[config.mk]
export PLATFORM = sky130hd
export DESIGN_NAME = ubre_top
export DESIGN_NICKNAME = d
export VERILOG_FILES = /design/src/ubre_pkg.sv /design/src/ubre_top.sv /design/src/ubre_idle_counter.sv
export SDC_FILE = /design/constraint.sdc
export NUM_CORES = 1
export LEC_CHECK = 0
export BUFFER_PORTS_ARGS = -buffer_cell sky130_fd_sc_hd__buf_2
export CAP_MARGIN = 30
export CORE_MARGIN = 1.5
export CORE_UTILIZATION = 30
export DETAILED_ROUTE_END_ITERATION = 8
export PLACE_DENSITY = 0.57
export SKIP_CTS_REPAIR_TIMING = 1
export SLEW_MARGIN = 10
export SYNTH_ARGS = -nofsm -noshare
export SYNTH_HDL_FRONTEND = slang
export SYNTH_SLANG_ARGS = --single-unit
[constraint.sdc]
create_clock -name i_clk -period 2.1 [get_ports i_clk]
set_input_delay 0.42 -clock i_clk [delete_from_list [all_inputs] [get_ports i_clk]]
set_output_delay 0.42 -clock i_clk [all_outputs]
set_load 0.02 [all_outputs]
[src/ubre_pkg.sv]
// package for the usb bus reset exit block
package ubre_pkg;

  // ************************************************************
  // line states and timing
  // ************************************************************
  typedef enum logic [1:0] {
    UBRE_LS_SE0,
    UBRE_LS_J,
    UBRE_LS_K,
    UBRE_LS_SE1
  } ubre_line_e;

  typedef enum logic [1:0] {
    UBRE_ST_CONNECTED,
    UBRE_ST_IN_RESET,
    UBRE_ST_IDLE_WAIT
  } ubre_state_e;

  typedef struct packed {
    logic dp;
    logic dm;
  } ubre_pins_s;

  localparam int unsigned UBRE_CLK_HZ = 20_000_000;
  localparam int unsigned UBRE_RESET_SE0_MS = 10;
  localparam int unsigned UBRE_IDLE_US = 800;
  localparam int unsigned UBRE_IDLE_CYC = (UBRE_IDLE_US * (UBRE_CLK_HZ / 1_000_000));
  localparam int unsigned UBRE_RESET_SE0_CYC = (UBRE_RESET_SE0_MS * (UBRE_CLK_HZ / 1000));
  localparam int unsigned UBRE_CNT_W = 18;

endpackage : ubre_pkg

[src/ubre_top.sv]
// usb device bus reset detection and exit to connected
//
// Function
// - after bus reset, wait 800 us continuous J-state before connecting.
// - packets from host are dropped until the connected state is reached.
// - any non-idle line activity during the wait restarts the idle period.
// - fixed revision connects right after bus reset, no idle period needed.
// - debug override forces receive view to dp=1, dm=0, a J-state.
`timescale 1ns/1ns
module ubre_top #(
  parameter int unsigned P_RESET_CYC = ubre_pkg::UBRE_RESET_SE0_CYC,
  parameter int unsigned P_IDLE_CYC = ubre_pkg::UBRE_IDLE_CYC
) (
  input wire logic i_clk,
  input wire logic i_rst_n,
  input wire logic i_dp,
  input wire logic i_dm,
  input wire logic i_force_j,
  input wire logic i_fixed_rev,
  input wire logic i_pkt_valid,
  output logic o_connected,
  output logic o_in_reset,
  output logic o_pkt_accept
);

  // ************************************************************
  // receive view and line decode
  // ************************************************************
  ubre_pkg::ubre_pins_s rx_view;
  ubre_pkg::ubre_line_e line_st;
  ubre_pkg::ubre_state_e state_reg;
  ubre_pkg::ubre_state_e state_next;
  logic connected_reg;
  logic in_reset_reg;
  logic accept_reg;
  wire logic is_se0;
  wire logic is_j;
  wire logic se0_done;
  wire logic idle_done;
  wire logic waiting;

  // override mux only models its effect; real pins are ignored while set
  assign rx_view.dp = i_force_j ? 1'b1 : i_dp;
  assign rx_view.dm = i_force_j ? 1'b0 : i_dm;
  assign line_st = (!rx_view.dp && !rx_view.dm) ? ubre_pkg::UBRE_LS_SE0 :
                   ( rx_view.dp && !rx_view.dm) ? ubre_pkg::UBRE_LS_J :
                   (!rx_view.dp &&  rx_view.dm) ? ubre_pkg::UBRE_LS_K : ubre_pkg::UBRE_LS_SE1;
  assign is_se0 = (line_st == ubre_pkg::UBRE_LS_SE0);
  assign is_j = (line_st == ubre_pkg::UBRE_LS_J);
  assign waiting = (state_reg == ubre_pkg::UBRE_ST_IDLE_WAIT);

  // ************************************************************
  // timers
  // ************************************************************
  // se0 duration; reset detect as soon as the host's full 10 ms elapses
  ubre_idle_counter #(
    .P_LIMIT(P_RESET_CYC[17:0])
  ) u_se0_cnt (
    .i_clk(i_clk),
    .i_rst_n(i_rst_n),
    .i_restart(!is_se0),
    .i_run(1'b1),
    .o_done(se0_done)
  );

  // forced J from software counts as idle too, which is what lets it work
  ubre_idle_counter #(
    .P_LIMIT(P_IDLE_CYC[17:0])
  ) u_idle_cnt (
    .i_clk(i_clk),
    .i_rst_n(i_rst_n),
    .i_restart(!is_j || !waiting),
    .i_run(waiting),
    .o_done(idle_done)
  );

  // ************************************************************
  // reset state machine
  // ************************************************************
  always_comb
  begin
    state_next = state_reg;
    case (state_reg)
      ubre_pkg::UBRE_ST_CONNECTED:
        if (se0_done)
          state_next = ubre_pkg::UBRE_ST_IN_RESET;
      ubre_pkg::UBRE_ST_IN_RESET:
        if (!is_se0)
          state_next = i_fixed_rev ? ubre_pkg::UBRE_ST_CONNECTED : ubre_pkg::UBRE_ST_IDLE_WAIT;
      ubre_pkg::UBRE_ST_IDLE_WAIT:
        if (is_se0 && se0_done)
          state_next = ubre_pkg::UBRE_ST_IN_RESET;
        else if (i_fixed_rev || idle_done)
          state_next = ubre_pkg::UBRE_ST_CONNECTED;
      default:
        state_next = ubre_pkg::UBRE_ST_IN_RESET;
    endcase
  end

  always_ff @(posedge i_clk)
  begin
    if (!i_rst_n)
    begin
      state_reg <= ubre_pkg::UBRE_ST_IN_RESET;
      connected_reg <= 1'b0;
      in_reset_reg <= 1'b1;
      accept_reg <= 1'b0;
    end
    else
    begin
      state_reg <= state_next;
      connected_reg <= (state_next == ubre_pkg::UBRE_ST_CONNECTED);
      in_reset_reg <= (state_next != ubre_pkg::UBRE_ST_CONNECTED);
      // a packet is taken only in a cycle already connected
      accept_reg <= i_pkt_valid && (state_reg == ubre_pkg::UBRE_ST_CONNECTED);
    end
  end

  assign o_connected = connected_reg;
  assign o_in_reset = in_reset_reg;
  assign o_pkt_accept = accept_reg;

endmodule : ubre_top

[src/ubre_idle_counter.sv]
// saturating idle-time counter with restart
`timescale 1ns/1ns
module ubre_idle_counter #(
  parameter logic [17:0] P_LIMIT = 18'h0_0001
) (
  input wire logic i_clk,
  input wire logic i_rst_n,
  input wire logic i_restart,
  input wire logic i_run,
  output logic o_done
);

  logic [17:0] cnt_reg;
  logic [17:0] cnt_next;
  wire logic at_limit;

  assign at_limit = (cnt_reg >= P_LIMIT);
  assign cnt_next = i_restart ? 18'h0_0000 : (i_run && !at_limit) ? (cnt_reg + 18'h0_0001) : cnt_reg;
  assign o_done = at_limit && !i_restart;

  always_ff @(posedge i_clk)
  begin
    if (!i_rst_n)
      cnt_reg <= 18'h0_0000;
    else
      cnt_reg <= cnt_next;
  end

endmodule : ubre_idle_counter

After elaboration in Yosys (flattened, before gate mapping)
Index checks and enable logic that the tools add are counted.

Magnitude comparators: 2. Multiplexer cells: 11. Eq/ne operators: 3. Reductions and logical operators: 22. Add/subtract/negate cells: 2. Bitwise logic cells: 1.

Operators by type and width (number): $add 18x1->18 const B (2); $ge 18x14->1 const B (1); $ge 18x18->1 const B (1); $mux 2 (7); $logic_and 1x1->1 (8); $logic_not 1->1 (6); $logic_not 2->1 (3); $pmux 2 s3 (1); $eq 2x1->1 const B (2); $mux 1 (3); $eq 2x2->1 const B (1); $logic_or 1x1->1 (2); $reduce_and 2->1 (1); $reduce_bool 2->1 (1); $reduce_or 2->1 (1); $not 1->1 (1).

Input port bits: 7. Bits in registers: 41.

Depth between registers and ports, before layout
Gate-level depths: netlist of the first run.

Depth in word-level cells: 16. Depth in mapped cells: 6. Gate-level depth less buffers: 6.

Modules after synthesis
From an unflattened synthesis of the first run, not the netlist that was laid out.

Cell total of the unflattened synthesis: 224. Area total of the unflattened synthesis: 1950.6 um2.

By module, submodules not included: ubre_idle_counter (u_se0_cnt) (seq. area each 360.3 um2, times used 1, area each 903.4 um2, cells an instance 108); ubre_idle_counter (u_idle_cnt) (seq. area each 360.3 um2, times used 1, area each 814.5 um2, cells an instance 90); ubre_top (seq. area each 100.1 um2, times used 1, area each 232.7 um2, cells an instance 26).

Worst setup path before layout of the first run
No wires, ideal clock.

Kind: flip-flop to flip-flop. Start point: register u_idle_cnt.cnt_reg[14]. End point: register u_idle_cnt.cnt_reg[4]. Cell stages (with the launch flop): 5. Buffers on the path: 0. Data required time: 2.023 ns. Arrival: 1.665 ns. Period minus slack after synthesis: 1.742 ns. Library setup time: 0.077 ns. Slack: 0.358 ns. Cell sequence: dfxtp_1 -> or4_4 -> a2111o_1 -> or3_1 -> a21oi_1.

Word-level cells in the longest chain between the ends: 3.

Ends and longest elaborated chain: start: declaration (RTL line ubre_idle_counter.sv:13) `logic [17:0] cnt_reg;`; start signal: assignment (RTL line ubre_idle_counter.sv:26) `cnt_reg <= cnt_next;`; $ge 18x14->1 (RTL line ubre_idle_counter.sv:17) `assign at_limit = (cnt_reg >= P_LIMIT);`; $logic_not 1->1 (RTL line ubre_idle_counter.sv:18) `assign cnt_next = i_restart ? 18'h0_0000 : (i_run && !at_limit) ? (cnt_reg + 18'h0_0001) : cnt_reg;`; $logic_and 1x1->1 (RTL line ubre_idle_counter.sv:18).

No other way between the ends. A chain may end at the register's enable or synchronous reset.

Worst setup path in the final report of the first run
Start point: register u_idle_cnt.cnt_reg[14]. End point: register u_idle_cnt.cnt_reg[6].

The elaborated chain is that of the path after synthesis.

==> results_dict.tcl, run 1 <==
set metrics [dict create \
    status "complete, no violations" \
    die_w_um 82.9 \
    fp.dieH_um 82.9 \
    timing.fmax_ghz 0.529 \
    final_util_pct 36.5 \
    crit_fanout 8 \
    cts_buffer_depth 2 \
    initial_core_util_pct 31.8 \
    fin_setup_tns_ps 0 \
    cp_cell_sequence "or4_4 > a2111o_1 > or3_1 > a21oi_1" \
    critPathRequiredTime_ps 2330 \
    cp-start-kind "flip-flop" \
    vias 1567 \
    busiest_layer "met2" \
    cts_tree "yes" \
    drt_iter0_drc 37 \
    worstSetupEndpointType "flip-flop" \
    grt.total_usage_pct 11.3 \
    antenna_found_initial 0 \
    ys_seq_area_share_pct 42.9 \
    synth_top_area_share_pct 42.9 \
    ys_types 42 \
    syn-num-nets 235 \
    drv_slew 0 \
    grt_max_degree 16 \
    synth_warnings 0 \
    crit_arrival_ps 2130 \
    io_pins 10 \
    drv_cap 0 \
    met1_usage_pct 14.2 \
    post-route-min-period_ps 1890 \
    clk_pin_slew_ps 90 \
    slew_headroom_pct 64.1 \
    ir_worst_vdd_uv 328 \
    use_met2_pct 18.8 \
    syn_area_um2 1910 \
    synthTopCellsByArea "dfxtp_1 (43%), xnor2_1 (5.9%), a21oi_1 (4.7%)" \
    die_area_um2 6870 \
    critical-path-max-stage-delay_ps 530 \
    tightest_slew_ps 525 \
    postSynthAreaPerCell_um2 8.55 \
    hpwlAfterDp_um 2670 \
    power_leakage_nw 0.694 \
    path_class "flip-flop to flip-flop" \
    p_per_area_nw_per_um2 736 \
    drive_above_1_share_pct 11.2 \
    power_mw 1.62 \
    fin_skew_ps 8.38 \
    dpl_cell_area_um2 2060 \
    postRouteAntennaNets 0 \
    drc 0 \
    grt_pass1_wl_um 6530 \
    rsz0062_at_grt "no" \
    grt-ovfl-total 0 \
    synth_seq_cells 41 \
    syn_inst 224 \
    min_period_over_period_pct 90.1 \
    clock_latency_ps 300 \
    grtUsageMet3_pct 2.68 \
    cts_sinks 41 \
    wl_per_cell_um 11.7 \
    ff2ff_setup_slack_ps 210 \
    area_delta_synth_final_pct 14.8 \
    setup_viol 0 \
    diodes 0 \
    place_congestion 0.748 \
    hold_viol 0 \
    vias_per_cell 4.96 \
    grt_pass1_vias 1494 \
    final_area_um2 2200 \
    slowest_stage "or4_4" \
    portBuffers 9 \
    clock-root-buffer "clkbuf_8" \
    fin_nets 251 \
    routed_wl_um 3700 \
    min_path_type "input pin to flip-flop" \
    num-fill-cells 626 \
    drt_pass1_iterations 4 \
    numCtsBuffers 5 \
    core_um2 6030 \
    h-tree-depth 2 \
    yosysTopAreaCell "dfxtp_1" \
    placementRows 28 \
]
worst paths after layout:
path	from	endpoint	depth (start not counted)
min	i_pkt_valid	o_pkt_accept	2
min reg2reg	u_idle_cnt.cnt_reg[16]	u_idle_cnt.cnt_reg[16]	2
max reg2reg	u_idle_cnt.cnt_reg[14]	u_idle_cnt.cnt_reg[6]	4
max	u_idle_cnt.cnt_reg[14]	u_idle_cnt.cnt_reg[6]	4
per-stage QoR:
step                setup WS, ps  std cells  hold slack, ps
floorplan                    358        224             408
global route                86.6        316             375
CTS                          201        316             365
finish                       209        316             377
detailed placement           219        308             421
global placement             269        308             419
cell usage after synthesis (all sizes together):
master and instances:
a2111o 1, a2111oi 2, a211o 1, a211oi 1
a21o 2, a21oi 18, a2bb2oi 1, and2 4
and3 2, and4 4, buf 2, clkbuf 2
dfxtp 41, ha 4, inv 16, mux2i 1
nand2 18, nand2b 3, nand3 10, nand4 2
nor2 24, nor2b 1, nor3 8, nor3b 1
nor4 4, nor4bb 1, o2111ai 1, o211ai 2
o21a 3, o21ai 15, or2 1, or3 11
or4 2, xnor2 13, xor2 2
where the power goes:
| group | switching (mW) | internal, mW | leakage, nW |
|---|---|---|---|
| logic | 0.0302 | 0.0220 | 0.294 |
| registers | 0.00557 | 0.785 | 0.331 |
| clock network | 0.296 | 0.479 | 0.0687 |
| total | 0.332 | 1.29 | 0.694 |
final cells by class:
| cell class | instances | area, µm² | share of cell area, % |
|---|---|---|---|
| timing repair buffer | 13 | 75.1 | 3.41 |
| tap | 75 | 93.8 | 4.27 |
| clock inverter | 3 | 68.8 | 3.13 |
| multi-input combinational | 163 | 1010 | 46.0 |
| sequential | 41 | 821 | 37.3 |
| clock buffer | 5 | 68.8 | 3.13 |
| inverter | 16 | 60.1 | 2.73 |
per-layer routing:
metal  part of all wire (%)  wire, µm
met3                    2.6        97
met2                     45      1680
met5                      0         0
met4                    1.5        55
met1                     50      1870
worst max-delay path: cells and delay by family, from the launching register on:
kind            cells  cell delay, ps
flops               1             320
compound gates      2             630
simple gates        2             870
cell families after synthesis:
group / share of synthesized area (%)
buf+inv: 4.31
flops: 42.9
compound gates: 14.8
simple gates: 28.0
fa+ha+maj: 2.61
xor+xnor: 6.86
mux: 0.523
cells in the final DEF, fill, tap and decap left out, types with 2 or more instances in the layout:
master     count
dfxtp_1       41
nor2_1        24
a21oi_1       18
nand2_1       18
inv_1         16
xnor2_1       13
o21ai_0       13
or3_1         11
nand3_1       10
buf_2          9
nor3_1         7
clkbuf_8       5
and4_1         4
and2_1         4
ha_1           4
buf_4          4
o21a_1         3
nand2b_1       3
o211ai_1       2
and3_1         2
a2111oi_0      2
a21o_1         2
nand4_1        2
xor2_1         2
nor4_4         2
bufinv_16      2
Note: power is estimated with default switching activity, not from simulation.
==> run 2: changes to the inputs <==
--- a/config.mk
+++ b/config.mk
@@ -7,7 +7,7 @@
 export LEC_CHECK = 0
 export BUFFER_PORTS_ARGS = -buffer_cell sky130_fd_sc_hd__buf_2
 export CAP_MARGIN = 30
-export CORE_MARGIN = 1.5
+export CORE_MARGIN = 3
 export CORE_UTILIZATION = 30
 export DETAILED_ROUTE_END_ITERATION = 8
 export PLACE_DENSITY = 0.57
==> constraint.sdc (replaced) <==
create_clock -name i_clk -period 2.1 [get_ports i_clk]
set_input_delay 0.105 -clock i_clk [delete_from_list [all_inputs] [get_ports i_clk]]
set_output_delay 0.105 -clock i_clk [all_outputs]
set_load 0.02 [all_outputs]
==> run 2 against run 1 <==
Net effect: global-route usage fell by 1.0 points; critical path depth did not move; register-to-register slack improved by 30 ps; non-clock buffer count unchanged; clock skew decreased by 3.6 ps; critical endpoint is now u_idle_cnt.cnt_reg[4]; worst setup slack better by 28 ps; combinational power is essentially flat; worst hold slack got worse by 310 ps; cell count did not move; total power is 6.6% lower; routed wire length fell by 3.9%; largest cell class unchanged; via count is 4.5% lower.
==> results_dict.tcl, run 2 (synthesis gave the netlist of run 1 again) <==
set metrics [dict create \
    status "complete, no violations" \
    most-common-layout-cells "dfxtp_1 (41), nor2_1 (24), a21oi_1 (18), nand2_1 (18), inv_1 (16)" \
    p_sw_share_pct 21.0 \
    postRouteAntennaNets 0 \
    portBuffers 9 \
    power_frac_clock_pct 44.3 \
    crit_fanout 8 \
    numCtsBuffers 5 \
    h-tree-depth 2 \
    ff2ff_setup_slack_ps 240 \
    die_w_um 85.9 \
    drv_slew 0 \
    clock-root-buffer "clkbuf_8" \
    critical-path-max-stage-delay_ps 530 \
    hpwlAfterDp_um 2590 \
    critPathRequiredTime_ps 2320 \
    placementRows 28 \
    grt.total_usage_pct 10.3 \
    cp_cell_sequence "or4_4 > a2111o_1 > or3_1 > a21oi_1" \
    seq_power_share_pct 52.3 \
    diodes 0 \
    cts_buffer_depth 2 \
    drc 0 \
    fin_skew_ps 4.79 \
    min_period_over_period_pct 88.7 \
    cp-start-kind "flip-flop" \
    ir_worst_vdd_uv 343 \
    slowest_stage "or4_4" \
    drt_pass1_iterations 4 \
    grt_max_degree 16 \
    post-route-min-period_ps 1860 \
    cts_tree "yes" \
    place_congestion 0.777 \
    hold_viol 0 \
    grt_pass1_vias 1367 \
    critPathTopFamily "simple AND/OR/NAND/NOR gates" \
    r2r_end "u_idle_cnt.cnt_reg[4]" \
    vias_per_cell 4.73 \
    crit_arrival_ps 2080 \
    min_path_type "input pin to flip-flop" \
    power.net_switching_mw 0.317 \
    clk_pin_slew_ps 80 \
    drv_cap 0 \
    rsz0062_at_grt "no" \
    wl_per_cell_um 11.2 \
    grt_pass1_wl_um 6080 \
    p_per_area_nw_per_um2 693 \
    routed_wl_um 3550 \
    fin_setup_tns_ps 0 \
    antenna_found_initial 0 \
    drive_above_1_share_pct 11.2 \
    p_int_mw 1.19 \
    die_area_um2 7380 \
    fin_nets 251 \
    drt_iter0_drc 52 \
    initial_core_util_pct 31.6 \
    area_delta_synth_final_pct 13.9 \
    setup_viol 0 \
    vias 1496 \
    cts_sinks 41 \
    layout_commonest_cell "dfxtp_1" \
    hold_path_startpoint "i_rst_n" \
    worst-path-buf-inv 0 \
    io_pins 10 \
    path_class "flip-flop to flip-flop" \
    reg2regPathDepth 4 \
    r2r_start "u_idle_cnt.cnt_reg[14]" \
    p_comb_share_pct 3.5 \
    power_mw 1.51 \
    power_leakage_nw 0.683 \
    cp-startpoint "u_idle_cnt.cnt_reg[14]" \
    min_path_cells 3 \
    core_um2 6060 \
    slew_headroom_pct 58.1 \
    grt-ovfl-total 0 \
    fp.dieH_um 85.9 \
    worstSetupEndpointType "flip-flop" \
    min_to "state_reg[1]" \
    tightest_slew_ps 628 \
    timing.fmax_ghz 0.537 \
    clock_latency_ps 290 \
]
==> run 2: cell types whose count changed in the layout (fill, tap and decap cells not counted), sizes merged <==
cell / delta
clkbuf: +1
bufinv: -1
clkinvlp: +1
inv: -1
==> run 2: worst reg2reg max path, stage by stage, from the launching register on <==
cell,delay (ps)
dfxtp_1,320
or4_4,530
a2111o_1,460
or3_1,340
a21oi_1,140
==> run 2: layout make-up <==
class	count	area, µm²
fillers	631	3880
multi-input cells	163	1010
flip-flops and latches	41	821
well taps	75	93.8
clock buffers	6	82.6
repair buffers	13	75.1
inverters	16	60.1
clock inverters	2	37.5
==> run 2: through the flow <==
stage	setup slack [ps]	utilization [%]	hold WS [ps]	cells	area, µm²
3_5_place_dp	257	34.0	382	308	2060
4_1_cts	225	36.0	57.4	316	2180
2_1_floorplan	358	-	219	224	1910
3_3_place_gp	270	34.0	380	308	2060
6_report	236	36.0	71.0	316	2180
5_1_grt	131	36.0	65.9	316	2180
==> run 2: power groups by stage <==
stage               clock (mW)  sequential, mW  combinational, mW
finish                   0.669           0.789             0.0522
global route             0.730           0.791             0.0584
global placement             0           0.808             0.0528
floorplan                    0           0.814             0.0263
detailed placement           0           0.808             0.0531
CTS                      0.696           0.790             0.0532
==> run 2: worst max-delay path by stage <==
| stage | endpoint | slack (ps) | cells after the start |
|---|---|---|---|
| 2_1_floorplan | u_idle_cnt.cnt_reg[4] | 360 | 4 |
| 3_5_place_dp | u_idle_cnt.cnt_reg[4] | 260 | 4 |
| 3_3_place_gp | u_idle_cnt.cnt_reg[12] | 270 | 5 |
| 6_report | u_idle_cnt.cnt_reg[4] | 240 | 4 |
| 5_1_grt | u_idle_cnt.cnt_reg[4] | 130 | 4 |
| 4_1_cts | u_idle_cnt.cnt_reg[4] | 220 | 4 |
==> run 2: per-layer routing <==
| layer | up-vias | wire, µm | global-route usage, % |
|---|---|---|---|
| li1 | 812 | - | - |
| met1 | 668 | 1860 | 13.6 |
| met2 | 14 | 1580 | 15.9 |
| met3 | 2 | 109 | 4.03 |
| met4 | 0 | 8 | 2.16 |
| met5 | - | 0 | 0 |
==> run 3: changes to the inputs <==
--- a/config.mk
+++ b/config.mk
@@ -8,9 +8,9 @@
 export BUFFER_PORTS_ARGS = -buffer_cell sky130_fd_sc_hd__buf_2
 export CAP_MARGIN = 30
 export CORE_MARGIN = 3
-export CORE_UTILIZATION = 30
+export CORE_UTILIZATION = 40
 export DETAILED_ROUTE_END_ITERATION = 8
-export PLACE_DENSITY = 0.57
+export PLACE_DENSITY = 0.68
 export SKIP_CTS_REPAIR_TIMING = 1
 export SLEW_MARGIN = 10
 export SYNTH_ARGS = -nofsm -noshare
==> run 3 against run 2 <==
Net effect: sequential power barely moved; first-iteration DRC count rose by 100%; worst setup slack got worse by 4.8 ps; clock skew fell by 3.6 ps; clock power fell by 28%; register-to-register slack barely moved; clock-buffer cell count did not move; cell count fell by 7.6%; non-clock buffer count fell by 1; critical endpoint is now u_se0_cnt.cnt_reg[11].
==> results_dict.tcl, run 3 (synthesis gave the netlist of run 1 again) <==
set metrics [dict create \
    drv_slew 0 \
    setup_viol 0 \
    grt-ovfl-total 0 \
    timing.fmax_ghz 0.535 \
    final_util_pct 47.1 \
    ir_worst_vdd_uv 253 \
    critPathRequiredTime_ps 2320 \
    place_congestion 0.762 \
    grt_pass1_wl_um 5930 \
    core_um2 4470 \
    p_per_area_nw_per_um2 630 \
    grt_pass1_vias 1367 \
    drt_iter0_drc 105 \
    placementRows 24 \
    initial_core_util_pct 42.8 \
    cp_cell_sequence "nor4_2 > o21ai_2 > a211o_1 > or3_1 > a21oi_1" \
    fin_skew_ps 1.17 \
    drc 0 \
    drt_pass1_iterations 4 \
    cts_buffer_depth 2 \
    wl_per_cell_um 11.8 \
    portBuffers 9 \
    hold_path_startpoint "i_pkt_valid" \
    clock_latency_ps 290 \
    ff2ff_setup_slack_ps 230 \
    routed_wl_um 3440 \
    p_int_mw 1.04 \
    cp-start-kind "flip-flop" \
    crit_fanout 9 \
    min_path_type "input pin to flip-flop" \
    seq_power_share_pct 59.6 \
    finalWorstSetupSlack_ps 232 \
    grt_max_degree 16 \
    die_area_um2 5650 \
    vias_per_cell 5.28 \
    grt.total_usage_pct 13.3 \
    fin_nets 250 \
    clock-root-buffer "clkbuf_8" \
    hold_viol 0 \
    cts_sinks 41 \
    tightest_slew_ps 795 \
    cts_tree "yes" \
    hpwlAfterDp_um 2500 \
    worstSetupEndpointType "flip-flop" \
    layout_commonest_cell "dfxtp_1" \
    power_frac_clock_pct 36.6 \
    min_period_over_period_pct 89.0 \
    diodes 0 \
    die_w_um 75.2 \
    area_delta_synth_final_pct 10.1 \
    place_ws_ps 248 \
    power_leakage_nw 0.665 \
    power_mw 1.33 \
    path_class "flip-flop to flip-flop" \
    p_sw_share_pct 21.9 \
    fp.dieH_um 75.2 \
    antenna_found_initial 0 \
    io_pins 10 \
    r2r_start "u_se0_cnt.cnt_reg[12]" \
    postRouteAntennaNets 0 \
    rsz0062_at_grt "no" \
    power.net_switching_mw 0.290 \
    critical-path-max-stage-delay_ps 390 \
    h-tree-depth 2 \
    slowest_stage "a211o_1" \
    drv_cap 0 \
    cp-startpoint "u_se0_cnt.cnt_reg[12]" \
    fin_setup_tns_ps 0 \
    post-route-min-period_ps 1870 \
    most-common-layout-cells "dfxtp_1 (41), nor2_1 (24), a21oi_1 (18), nand2_1 (18), inv_1 (16)" \
    status "complete, no violations" \
    numCtsBuffers 5 \
    slew_headroom_pct 46.9 \
    vias 1542 \
    clk_pin_slew_ps 70 \
    p_comb_share_pct 3.8 \
    crit_arrival_ps 2090 \
    drive_above_1_share_pct 10.4 \
]
==> run 3: changes by cell type in the layout (fill, tap and decap cells not counted), sizes merged <==
cell / before / now
clkinv: 0 / 2
buf: 13 / 12
bufinv: 1 / 0
clkinvlp: 1 / 0
==> run 3: metrics by stage <==
stage	std cells	hold WS [ps]	instance area, µm²
after floorplan	224	219	1910
after global placement	284	375	2020
after detailed placement	284	380	2020
after CTS	292	73.2	2110
after global routing	292	66.1	2110
final	292	79.2	2110
==> run 3: area by class of cell <==
class | count | area, µm²
clock buffer | 6 | 72.6
clock inverter | 2 | 10.0
fill | 435 | 2370
inverter | 16 | 60.1
multi-input combinational | 163 | 1010
sequential | 41 | 821
tap | 52 | 65.1
timing repair buffer | 12 | 67.6
==> run 3: routing by layer <==
layer	vias up	global-route usage [%]	share of wire [%]
li1	808	-	-
met2	21	19.5	44
met4	0	4.08	1.1
met5	-	0	0
met3	5	4.41	4.0
met1	708	18.5	51
==> run 3: worst paths after layout <==
kind	endpoint	cells after the start
max	u_se0_cnt.cnt_reg[11]	5
min	o_pkt_accept	2
min reg2reg	u_idle_cnt.cnt_reg[16]	2
max reg2reg	u_se0_cnt.cnt_reg[11]	5
==> run 3: critical path, delay by kind of cell, from the launching register on <==
kind	cells	cell delay, ps
AO/OA/AOI/OAI	3	720
AND/OR/NAND/NOR	2	750
flip-flops	1	340
==> run 3: power groups by stage <==
stage / clock (mW) / combinational [mW] / sequential (mW)
2_1_floorplan: 0 / 0.0263 / 0.814
3_3_place_gp: 0 / 0.0506 / 0.809
3_5_place_dp: 0 / 0.0511 / 0.809
4_1_cts: 0.504 / 0.0513 / 0.790
5_1_grt: 0.541 / 0.0563 / 0.791
6_report: 0.485 / 0.0507 / 0.790
